<file path="config.mk">
export PLATFORM = sky130hd
export DESIGN_NAME = drc_run_command
export DESIGN_NICKNAME = d
export VERILOG_FILES = /design/src/drc_pkg.sv /design/src/drc_run_command.sv
export SDC_FILE = /design/constraint.sdc
export NUM_CORES = 1
export LEC_CHECK = 0
export BUFFER_PORTS_ARGS = -buffer_cell sky130_fd_sc_hd__buf_2
export CORE_MARGIN = 1
export CORE_UTILIZATION = 55
export CTS_BUF_LIST = sky130_fd_sc_hd__clkbuf_2
export DETAILED_ROUTE_END_ITERATION = 10
export PLACE_DENSITY = 0.82
export SLEW_MARGIN = 20
export SYNTH_ARGS = -nofsm -noshare
export SYNTH_HDL_FRONTEND = slang
export SYNTH_SLANG_ARGS = --single-unit
</file>
<file path="constraint.sdc">
create_clock -name clk_i -period 6.09 [get_ports clk_i]
set_clock_uncertainty 0.05 [all_clocks]
set_input_delay 0.609 -clock clk_i [delete_from_list [all_inputs] [get_ports clk_i]]
set_output_delay 0.609 -clock clk_i [all_outputs]
set_load 0.05 [all_outputs]
</file>
<file path="src/drc_pkg.sv">
package drc_pkg;
    // ------------------------------------------------------------
    // Direction permission codes
    // ------------------------------------------------------------
    localparam logic [1:0] DIR_BOTH = 2'h0;
    localparam logic [1:0] DIR_NO_REV = 2'h1;
    localparam logic [1:0] DIR_NO_FWD = 2'h2;
    // ------------------------------------------------------------
    // Terminal scheme codes
    // ------------------------------------------------------------
    localparam logic [1:0] SCH_FWD_REV = 2'h0;
    localparam logic [1:0] SCH_RUN_DIR = 2'h1;
    localparam logic [1:0] SCH_3WIRE = 2'h2;
    // ------------------------------------------------------------
    // Command source codes
    // ------------------------------------------------------------
    localparam logic [2:0] SRC_KEYPAD = 3'h0;
    localparam logic [2:0] SRC_TERM_STOP_ON = 3'h1;
    localparam logic [2:0] SRC_TERM_STOP_OFF = 3'h2;
    localparam logic [2:0] SRC_SER_STOP_ON = 3'h3;
    localparam logic [2:0] SRC_SER_STOP_OFF = 3'h4;
    // ------------------------------------------------------------
    // Lockout bit positions and loss reactions
    // ------------------------------------------------------------
    localparam int LOCK_PWR_BIT = 0;
    localparam int LOCK_FOLLOW_BIT = 1;
    localparam logic [1:0] LOSS_DECEL = 2'h0;
    localparam logic [1:0] LOSS_COAST = 2'h1;
    localparam logic [1:0] LOSS_HOLD = 2'h2;
    // Motion states
    typedef enum logic [2:0] {
        DRC_STOP = 3'b001,
        DRC_FWD = 3'b010,
        DRC_REV = 3'b100
    } drc_run_e;
endpackage

</file>
<file path="src/drc_run_command.sv">
`timescale 1ns/10ps
// How it works
// - Permission 00 both, 01 no reverse, 02 no forward
// - Scheme 01: first input run, second selects direction
// - Scheme 02: direction input, run pulse, stop opens
// - Lockout governs power-up start and source change
// - Lockout 0 or 2 runs at power-up
// - Lockout 1 or 3 waits release then reassert
// - Power-up lockout only for terminal source
// - Source change checked only entering terminals, differing
// - Lockout 0 or 1 keeps state after change
// - Lockout 2 or 3 follows terminals after change
// - Loss setting 00 ramps down to zero
// - Loss setting 01 coasts, shows external fault
// - Loss setting 02 holds last frequency
// - Loss settings 00, 02 raise loss warning
// - Warning clears on return, or on mode key unless loss persists under 00, 02
// - Source codes: keypad, terminals, serial; stop-key enable
module drc_run_command (
    input wire logic clk_i,
    input wire logic rst_n_i,
    input wire logic en_i,
    input wire logic forward_run_input_i,
    input wire logic reverse_run_input_i,
    input wire logic stop_contact_i,
    input wire logic loop_lost_i,
    input wire logic [1:0] direction_permission_setting_i,
    input wire logic [1:0] terminal_scheme_setting_i,
    input wire logic [1:0] start_lockout_setting_i,
    input wire logic [1:0] reference_loss_setting_i,
    input wire logic [2:0] command_source_i,
    input wire logic other_run_i,
    input wire logic other_fwd_i,
    input wire logic mode_key_i,
    output logic run_o,
    output logic fwd_o,
    output logic rev_o,
    output logic ramp_to_zero_o,
    output logic coast_stop_o,
    output logic hold_freq_o,
    output logic external_fault_indication_o,
    output logic analog_loss_warning_o,
    output logic stop_key_enable_o
);
    // ------------------------------------------------------------
    // Pin synchronisers
    // ------------------------------------------------------------
    logic [3:0] sync1_reg;
    logic [3:0] sync2_reg;
    always_ff @(posedge clk_i or negedge rst_n_i) begin
        if (!rst_n_i) begin
            sync1_reg <= 4'h0;
            sync2_reg <= 4'h0;
        end else if (en_i) begin
            sync1_reg <= {loop_lost_i, stop_contact_i, reverse_run_input_i, forward_run_input_i};
            sync2_reg <= sync1_reg;
        end
    end
    wire fwd_in = sync2_reg[0];
    wire rev_in = sync2_reg[1];
    wire stop_ok = sync2_reg[2];
    wire lost = sync2_reg[3];

    // ------------------------------------------------------------
    // Power-up window, opens once the synchronisers hold pin values
    // ------------------------------------------------------------
    logic [1:0] fill_reg;
    logic pwr_arm_reg;
    wire fill_done = fill_reg[1];
    always_ff @(posedge clk_i or negedge rst_n_i) begin
        if (!rst_n_i) begin
            fill_reg <= 2'h0;
            pwr_arm_reg <= 1'b1;
        end else if (en_i) begin
            fill_reg <= {fill_reg[0], 1'b1};
            pwr_arm_reg <= pwr_arm_reg && !fill_done;
        end
    end

    // ------------------------------------------------------------
    // Terminal decode
    // ------------------------------------------------------------
    logic latch_reg;
    logic latch_next;
    wire is_2a = terminal_scheme_setting_i == drc_pkg::SCH_FWD_REV;
    wire is_2b = terminal_scheme_setting_i == drc_pkg::SCH_RUN_DIR;
    wire is_3w = terminal_scheme_setting_i == drc_pkg::SCH_3WIRE;
    // Run latch set by momentary run contact, cleared by open stop contact
    assign latch_next = is_3w && stop_ok && (latch_reg || fwd_in);
    wire term_fwd_2a = fwd_in && !rev_in;
    wire term_rev_2a = rev_in && !fwd_in;
    wire term_run = is_2a ? (fwd_in ^ rev_in) : is_2b ? fwd_in : latch_reg;
    wire term_dir_rev = is_2a ? term_rev_2a : rev_in;
    wire raw_level = is_2a ? (fwd_in || rev_in) : is_2b ? fwd_in : latch_next;

    // ------------------------------------------------------------
    // Source selection
    // ------------------------------------------------------------
    wire src_term = command_source_i == drc_pkg::SRC_TERM_STOP_ON ||
                    command_source_i == drc_pkg::SRC_TERM_STOP_OFF;
    assign stop_key_enable_o = command_source_i == drc_pkg::SRC_KEYPAD ||
                               command_source_i == drc_pkg::SRC_TERM_STOP_ON ||
                               command_source_i == drc_pkg::SRC_SER_STOP_ON;
    logic src_term_reg;
    logic blocked_reg;
    logic hold_reg;
    wire lock_pwr = start_lockout_setting_i[drc_pkg::LOCK_PWR_BIT];
    wire lock_follow = start_lockout_setting_i[drc_pkg::LOCK_FOLLOW_BIT];
    wire entering = src_term && !src_term_reg;
    // State held across a change when terminals differ from the drive
    wire differ = (term_run != run_o) || (term_run && (term_dir_rev == fwd_o));
    wire start_hold = entering && !lock_follow && differ;
    // Power-up block on an asserted terminal command
    wire start_block = pwr_arm_reg && fill_done && src_term && lock_pwr && raw_level;
    wire release_hold = hold_reg && !differ;

    // ------------------------------------------------------------
    // Source-selected request with permission
    // ------------------------------------------------------------
    wire req_run = src_term ? (term_run && !blocked_reg && !start_block) : other_run_i;
    wire req_rev = src_term ? term_dir_rev : !other_fwd_i;
    // Hold applies from the very cycle the source changes
    wire hold_now = hold_reg || start_hold;
    wire sel_run = hold_now ? run_o : req_run;
    wire sel_rev = hold_now ? rev_o : req_rev;
    wire perm_ok = direction_permission_setting_i == drc_pkg::DIR_BOTH ||
                   (direction_permission_setting_i == drc_pkg::DIR_NO_REV && !sel_rev) ||
                   (direction_permission_setting_i == drc_pkg::DIR_NO_FWD && sel_rev);
    function automatic logic loss_is(input logic lost_f, input logic [1:0] set_f, input logic [1:0] code_f);
        loss_is = lost_f && set_f == code_f;
    endfunction
    wire coast_now = loss_is(lost, reference_loss_setting_i, drc_pkg::LOSS_COAST);
    wire run_next = sel_run && perm_ok && !coast_now && !(coast_stop_o);

    drc_pkg::drc_run_e state_reg;
    drc_pkg::drc_run_e state_next;
    assign state_next = !run_next ? drc_pkg::DRC_STOP : sel_rev ? drc_pkg::DRC_REV : drc_pkg::DRC_FWD;

    always_ff @(posedge clk_i or negedge rst_n_i) begin
        if (!rst_n_i) begin
            state_reg <= drc_pkg::DRC_STOP;
            latch_reg <= 1'b0;
            src_term_reg <= 1'b0;
            blocked_reg <= 1'b0;
            hold_reg <= 1'b0;
        end else if (en_i) begin
            state_reg <= state_next;
            latch_reg <= latch_next;
            src_term_reg <= src_term;
            // Power-up block lasts until the command is released
            if (start_block) begin
                blocked_reg <= 1'b1;
            end else if (!raw_level) begin
                blocked_reg <= 1'b0;
            end
            if (start_hold) begin
                hold_reg <= 1'b1;
            end else if (release_hold || !src_term) begin
                hold_reg <= 1'b0;
            end
        end
    end

    always_comb begin
        run_o = 1'b0;
        fwd_o = 1'b0;
        rev_o = 1'b0;
        unique case (state_reg)
            drc_pkg::DRC_STOP: begin
                run_o = 1'b0;
            end
            drc_pkg::DRC_FWD: begin
                run_o = 1'b1;
                fwd_o = 1'b1;
            end
            drc_pkg::DRC_REV: begin
                run_o = 1'b1;
                rev_o = 1'b1;
            end
            default: begin
                run_o = 1'b0;
            end
        endcase
    end

    // ------------------------------------------------------------
    // Reference loss reaction
    // ------------------------------------------------------------
    logic ramp_reg;
    logic coast_reg;
    logic hold_f_reg;
    logic fault_reg;
    logic warn_reg;
    wire warn_set = lost && (reference_loss_setting_i == drc_pkg::LOSS_DECEL ||
                             reference_loss_setting_i == drc_pkg::LOSS_HOLD);
    always_ff @(posedge clk_i or negedge rst_n_i) begin
        if (!rst_n_i) begin
            ramp_reg <= 1'b0;
            coast_reg <= 1'b0;
            hold_f_reg <= 1'b0;
            fault_reg <= 1'b0;
            warn_reg <= 1'b0;
        end else if (en_i) begin
            ramp_reg <= loss_is(lost, reference_loss_setting_i, drc_pkg::LOSS_DECEL);
            coast_reg <= coast_now;
            hold_f_reg <= loss_is(lost, reference_loss_setting_i, drc_pkg::LOSS_HOLD);
            if (coast_now) begin
                fault_reg <= 1'b1;
            end else if (mode_key_i) begin
                fault_reg <= 1'b0;
            end
            // Set wins over the clears
            if (warn_set) begin
                warn_reg <= 1'b1;
            end else if (!lost || mode_key_i) begin
                warn_reg <= 1'b0;
            end
        end
    end
    assign ramp_to_zero_o = ramp_reg;
    assign coast_stop_o = coast_reg;
    assign hold_freq_o = hold_f_reg;
    assign external_fault_indication_o = fault_reg;
    assign analog_loss_warning_o = warn_reg;
endmodule // drc_run_command

</file>
== Word-level counts from Yosys, hierarchy flattened ==
Index checks and enable logic that the tools add are counted.

* Bitwise operators: 1
* Mux-type cells: 22
* Equal/unequal tests: 14
* Reductions and logical operators: 61

{| class="wikitable"
|+ Operator list
! kind !! count
|-
| $logic_and 1x1->1 || 24
|-
| $mux 1 || 20
|-
| $logic_not 1->1 || 13
|-
| $logic_or 1x1->1 || 12
|-
| $eq 3x2->1 const B || 3
|-
| $reduce_and 2->1 || 4
|-
| $eq 2x1->1 const B || 3
|-
| $eq 2x2->1 const B || 3
|-
| $logic_not 2->1 || 3
|-
| $mux 3 || 2
|-
| $reduce_bool 2->1 || 3
|-
| $eq 3x1->1 const B || 1
|-
| $eq 3x3->1 const B || 1
|-
| $logic_not 3->1 || 1
|-
| $ne 2x1->1 const B || 1
|-
| $reduce_or 2->1 || 1
|-
| $eq 1x1->1 || 1
|-
| $ne 1x1->1 || 1
|-
| $xor 1x1->1 || 1
|}

* Bits of input ports: 21
* Output and inout bits: 9
* Logic and storage cells: 112
* Register bits: 23

== Longest topological paths before layout ==
* Word-level depth: 17
* Gate-level depth with buffers: 8
* Gate-level depth less buffers: 8

== Worst setup path after synthesis ==
No wires, ideal clock.

* Path kind: reg-to-reg
* Start point: register state_reg[1]
* End point: register state_reg[2]
* Buffers on the path: 0
* Arrival time: 2.866 ns
* Stages on the path, launching flop included: 7
* Clock period less this slack: 3.037 ns
* Setup slack: 3.053 ns
* Library setup time: 0.122 ns
* Data required time: 5.918 ns
* Cells stage by stage: dfrtp_1 > nor3b_1 > a211oi_1 > and3_4 > o31a_1 > or2_2 > a32o_1

* Cells in the longest elaborated chain, start to end: 16
* Elaborated cells between the ends (all ways): 24
* Classes of those cells: 4 x eq/ne; 7 x mux; 13 x reduce/logical

{| class="wikitable"
|+ Ends and longest elaborated chain
! item !! line !! text
|-
| start: declaration || drc_run_command.sv:135 || <nowiki>drc_pkg::drc_run_e state_reg;</nowiki>
|-
| start signal: assignment || drc_run_command.sv:141 || <nowiki>state_reg <= drc_pkg::DRC_STOP;</nowiki>
|-
| start signal: assignment || drc_run_command.sv:147 || <nowiki>state_reg <= state_next;</nowiki>
|-
| $eq 3x2->1 (*) || drc_run_command.sv:168 || <nowiki>unique case (state_reg)</nowiki>
|-
| $mux 1 (*) || drc_run_command.sv:168 ||
|-
| net fwd_o || drc_run_command.sv:36 || <nowiki>output logic fwd_o,</nowiki>
|-
| $eq 1x1->1 (*) || drc_run_command.sv:111 || <nowiki>wire differ = (term_run != run_o) || (term_run && (term_dir_rev == fwd_o));</nowiki>
|-
| $logic_and 1x1->1 (*) || drc_run_command.sv:111 ||
|-
| $logic_or 1x1->1 (*) || drc_run_command.sv:111 ||
|-
| $logic_and 1x1->1 (*) || drc_run_command.sv:112 || <nowiki>wire start_hold = entering && !lock_follow && differ;</nowiki>
|-
| $logic_or 1x1->1 (*) || drc_run_command.sv:123 || <nowiki>wire hold_now = hold_reg || start_hold;</nowiki>
|-
| $mux 1 || drc_run_command.sv:125 || <nowiki>wire sel_rev = hold_now ? rev_o : req_rev;</nowiki>
|-
| $logic_not 1->1 || drc_run_command.sv:127 || <nowiki>(direction_permission_setting_i == drc_pkg::DIR_NO_REV && !sel_rev) ||</nowiki>
|-
| $logic_and 1x1->1 || drc_run_command.sv:127 ||
|-
| $logic_or 1x1->1 || drc_run_command.sv:126 || <nowiki>wire perm_ok = direction_permission_setting_i == drc_pkg::DIR_BOTH ||</nowiki>
|-
| $logic_or 1x1->1 || drc_run_command.sv:127 ||
|-
| $logic_and 1x1->1 (3 in series) || drc_run_command.sv:133 || <nowiki>wire run_next = sel_run && perm_ok && !coast_now && !(coast_stop_o);</nowiki>
|-
| $mux 3 (*) || drc_run_command.sv:137 || <nowiki>assign state_next = !run_next ? drc_pkg::DRC_STOP : sel_rev ? drc_pkg::DRC_REV : drc_pkg::DRC_FWD;</nowiki>
|}

The timed path passes the listed nets; every way through them passes the cells marked *.
A chain may end at the register's enable or synchronous reset.

== Final worst setup path ==
* Start point: register sync2_reg[0]
* End point: register state_reg[0]

* Cells in the longest elaborated chain, start to end: 17
* Elaborated cells between the ends (all ways): 34
* Classes of those cells: 2 x eq/ne; 10 x mux; 1 x bitwise; 21 x reduce/logical

{| class="wikitable"
|+ Ends and longest elaborated chain
! item !! line !! text
|-
| start: declaration || drc_run_command.sv:49 || <nowiki>logic [3:0] sync2_reg;</nowiki>
|-
| start signal: assignment || drc_run_command.sv:56 || <nowiki>sync2_reg <= sync1_reg;</nowiki>
|-
| $logic_not 1->1 || drc_run_command.sv:91 || <nowiki>wire term_rev_2a = rev_in && !fwd_in;</nowiki>
|-
| $logic_and 1x1->1 || drc_run_command.sv:91 ||
|-
| $mux 1 || drc_run_command.sv:93 || <nowiki>wire term_dir_rev = is_2a ? term_rev_2a : rev_in;</nowiki>
|-
| $eq 1x1->1 || drc_run_command.sv:111 ||
|-
| $logic_and 1x1->1 || drc_run_command.sv:111 ||
|-
| $logic_or 1x1->1 || drc_run_command.sv:111 ||
|-
| $logic_and 1x1->1 || drc_run_command.sv:112 ||
|-
| $logic_or 1x1->1 || drc_run_command.sv:123 ||
|-
| $mux 1 || drc_run_command.sv:125 ||
|-
| $logic_not 1->1 || drc_run_command.sv:127 ||
|-
| $logic_and 1x1->1 || drc_run_command.sv:127 ||
|-
| $logic_or 1x1->1 || drc_run_command.sv:126 ||
|-
| $logic_or 1x1->1 || drc_run_command.sv:127 ||
|-
| $logic_and 1x1->1 (*) (3 in series) || drc_run_command.sv:133 ||
|-
| $mux 3 (*) || drc_run_command.sv:137 ||
|}

Every way passes the cells marked *; elsewhere a longest branch is shown, timed or not.

==> metrics.md <==
| Metric | Value |
|---|---|
| Nets | 179 |
| DR WL/cell | 13.7 µm |
| Mux contribution to synthesized area | 0.0816 |
| Peak VDD IR | 0.000163 V |
| Fin crit period | 2530 ps |
| Ys flop type | dfrtp_1 |
| Clock sinks | 23 |
| Synth Area in Adders | 0.0204 |
| Status | completed |
| PD cells | 232 nW/µm² |
| FF-to-FF Start | sync2_reg[0] |
| Reg2reg end | state_reg[0] |
| Worst EP required | 6310 ps |
| Hold Slack | 158 ps |
| CTS tree | yes |
| Final ANT Viol Nets | 0 |
| Relative slew slack | 0.510 |
| WS Path Type | reg2reg |
| FF+latch count, synth | 23 |
| Placed insts | 178 |
| Die Ht | 49.2 µm |
| Initial antenna violation count | 0 |
| Antenna diodes | 0 |
| Vias | 1021 |
| Post-route setup TNS | 0 ps |
| Cell family with most CP delay | simple AND/OR/NAND/NOR gates |
| Worst path arrival time | 2740 ps |
| Lkg Pwr | 0.670 nW |
| TritonCTS Buffers | 3 |
| Post-Synth XOR/XNOR Area | 0.0214 |
| Number of synthesized flops with an enable pin | 0 |
| Startpoint types | flop |
| Post-CTS Setup Inserts | 0 |
| DR iter-0 viols | 24 |
| Filler cells | 167 |
| Io pins | 30 |
| Worst skew pair latency | 330 ps |
| CP Cell Sequence | inv_1, ha_1, or3b_4, a211o_1, and3_4, o31a_1, or3b_1, a32oi_1 |
| First-pass GRT wire length | 4100 µm |
| Post-Syn Instances | 125 |
| Post-route DRC | 0 |
| Non-filler instance count after layout | 182 |
| Die width | 49.2 µm |
| Synth Net Count | 148 |
| Syn Std Cell Area | 1230 µm² |
| Die area | 2420 µm² |
| PortBufs | 29 |
| Bufs and invs on worst path | 1 |
| RePlAce Congestion | 0.872 |
| # setup viols final | 0 |
| Worst-path maximum fanout | 5 |
| FF/Latch Area | 578 µm² |
| Share of cells above drive strength 1 | 0.310 |
| Worst Hold Class | in2async |
| Post-Route WL | 2500 µm |
| Period utilization | 0.415 |
| Final instance area | 1410 µm² |
| Max-Cap Viols | 0 |
| Clock buffer depth | 2 |
| Simple-Gate Fraction of Synth Area | 0.163 |
| Clock root cell | clkbuf_2 |
| Vias in the first global route | 1017 |
| Starting density of the core | 0.606 |
| Slowest cell on the critical path | dfrtp_1 |
| RSZ-0062 raised after global routing | no |
| Reg2reg setup slack | 3560 ps |
| Drt first pass iters | 4 |
| Total gr overflow | 0 |
| Num rows | 16 |
| Via density | 5.61 |
| Synth async-reset ratio | 1.00 |
| Final-report hold violation count | 0 |
| Synth Area in Compound Gates | 0.202 |
| FF-to-FF path depth | 8 |
| Worst slew pin tran | 728 ps |
| Clock-pin slew on the worst setup and hold paths | 200 ps |
| Crit path to | state_reg[0] |
| Synth warn | 0 |
| Syn avg cell area | 9.81 µm² |
| Total track usage | 0.222 |
| Area occupied by multi-input gates | 599 µm² |
| FMAX | 0.396 GHz |
| Crit end category | flop |
| Post_cts resized | 0 |
| Post-detail-place hpwl | 1940 µm |
| Largest family of logic cells by synthesized area | compound AO/OA/AOI/OAI gates |
| Final slew viol count | 0 |
| Total power | 328 µW |
| Sequential fraction of the synthesis area | 0.471 |
| CP startpoint | sync2_reg[0] |
| # H-tree levels | 1 |
| Levels on crit path | 8 |
| Core area | 2020 µm² |
| P&R area growth vs syn | 15.3% |
| Slowest stage delay, CP | 470 ps |
| Largest net degree at the start of global routing | 26 |
| CTS Hold Buffers Added | 0 |
| DP Area | 1390 µm² |
| Netlist cell types | 38 |
==> worst min-delay path by stage <==
stage	to	slack [ps]	cells past startpoint
3_5_place_dp	fill_reg[0]	400	1
3_3_place_gp	pwr_arm_reg	370	1
2_1_floorplan	analog_loss_warning_o	260	0
5_1_grt	sync2_reg[3]	180	1
4_1_cts	hold_freq_o	170	1
6_report	hold_freq_o	160	1
==> stage by stage <==
stage	worst slack, ps	utilization
2_1_floorplan	3050	-
3_3_place_gp	3560	0.689
3_5_place_dp	3520	0.689
4_1_cts	3580	0.699
5_1_grt	3480	0.699
6_report	3560	0.699
==> cells in the final DEF (no fill, tap or decap), types with 3 or more instances in the layout <==
cell type	netlist	layout
buf_2	0	29
dfrtp_1	21	21
nand2_1	14	14
o21ai_0	11	11
inv_1	9	9
a21oi_1	9	9
mux2_2	8	8
nor2_1	4	4
clkbuf_2	0	4
or2_2	3	3
a211o_1	3	3
==> power breakdown <==
part	internal, mW	switching (mW)
Combinational	0.0322	0.0540
Sequential	0.168	0.0118
Clock	0.0174	0.0445
Total	0.217	0.110
==> synth_stat cells (all sizes together), types with 3 or more instances <==
library cell  number  area share
inv                9       0.028
a211o              3       0.021
a21oi              9       0.037
nor2               4       0.012
o21ai             11       0.045
dfrtp             21        0.43
nand2             14       0.043
or2                3       0.015
mux2               8       0.073
clkbuf             3      0.0092
==> kinds of logic after synthesis <==
kind of cell	after synthesis
adder cells (fa/ha/maj)	2
AND/OR/NAND/NOR	37
flip-flops	23
multiplexers	9
buffers and inverters	13
AO/OA/AOI/OAI	38
XOR/XNOR	3
==> final cells by class <==
class,instances,area share
clock buffers,4,0.0142
repair buffers,29,0.103
multi-input cells,89,0.424
well taps,27,0.0239
inverters,10,0.0265
flip-flops and latches,23,0.409
==> routing by layer <==
layer	track usage	vias to the layer above	share of wire
li1	-	507	-
met1	0.256	487	0.45
met2	0.390	23	0.51
met3	0.0312	4	0.029
met4	0.127	0	0.015
met5	0	-	0
No activity file was read; power rests on OpenSTA's default activity.
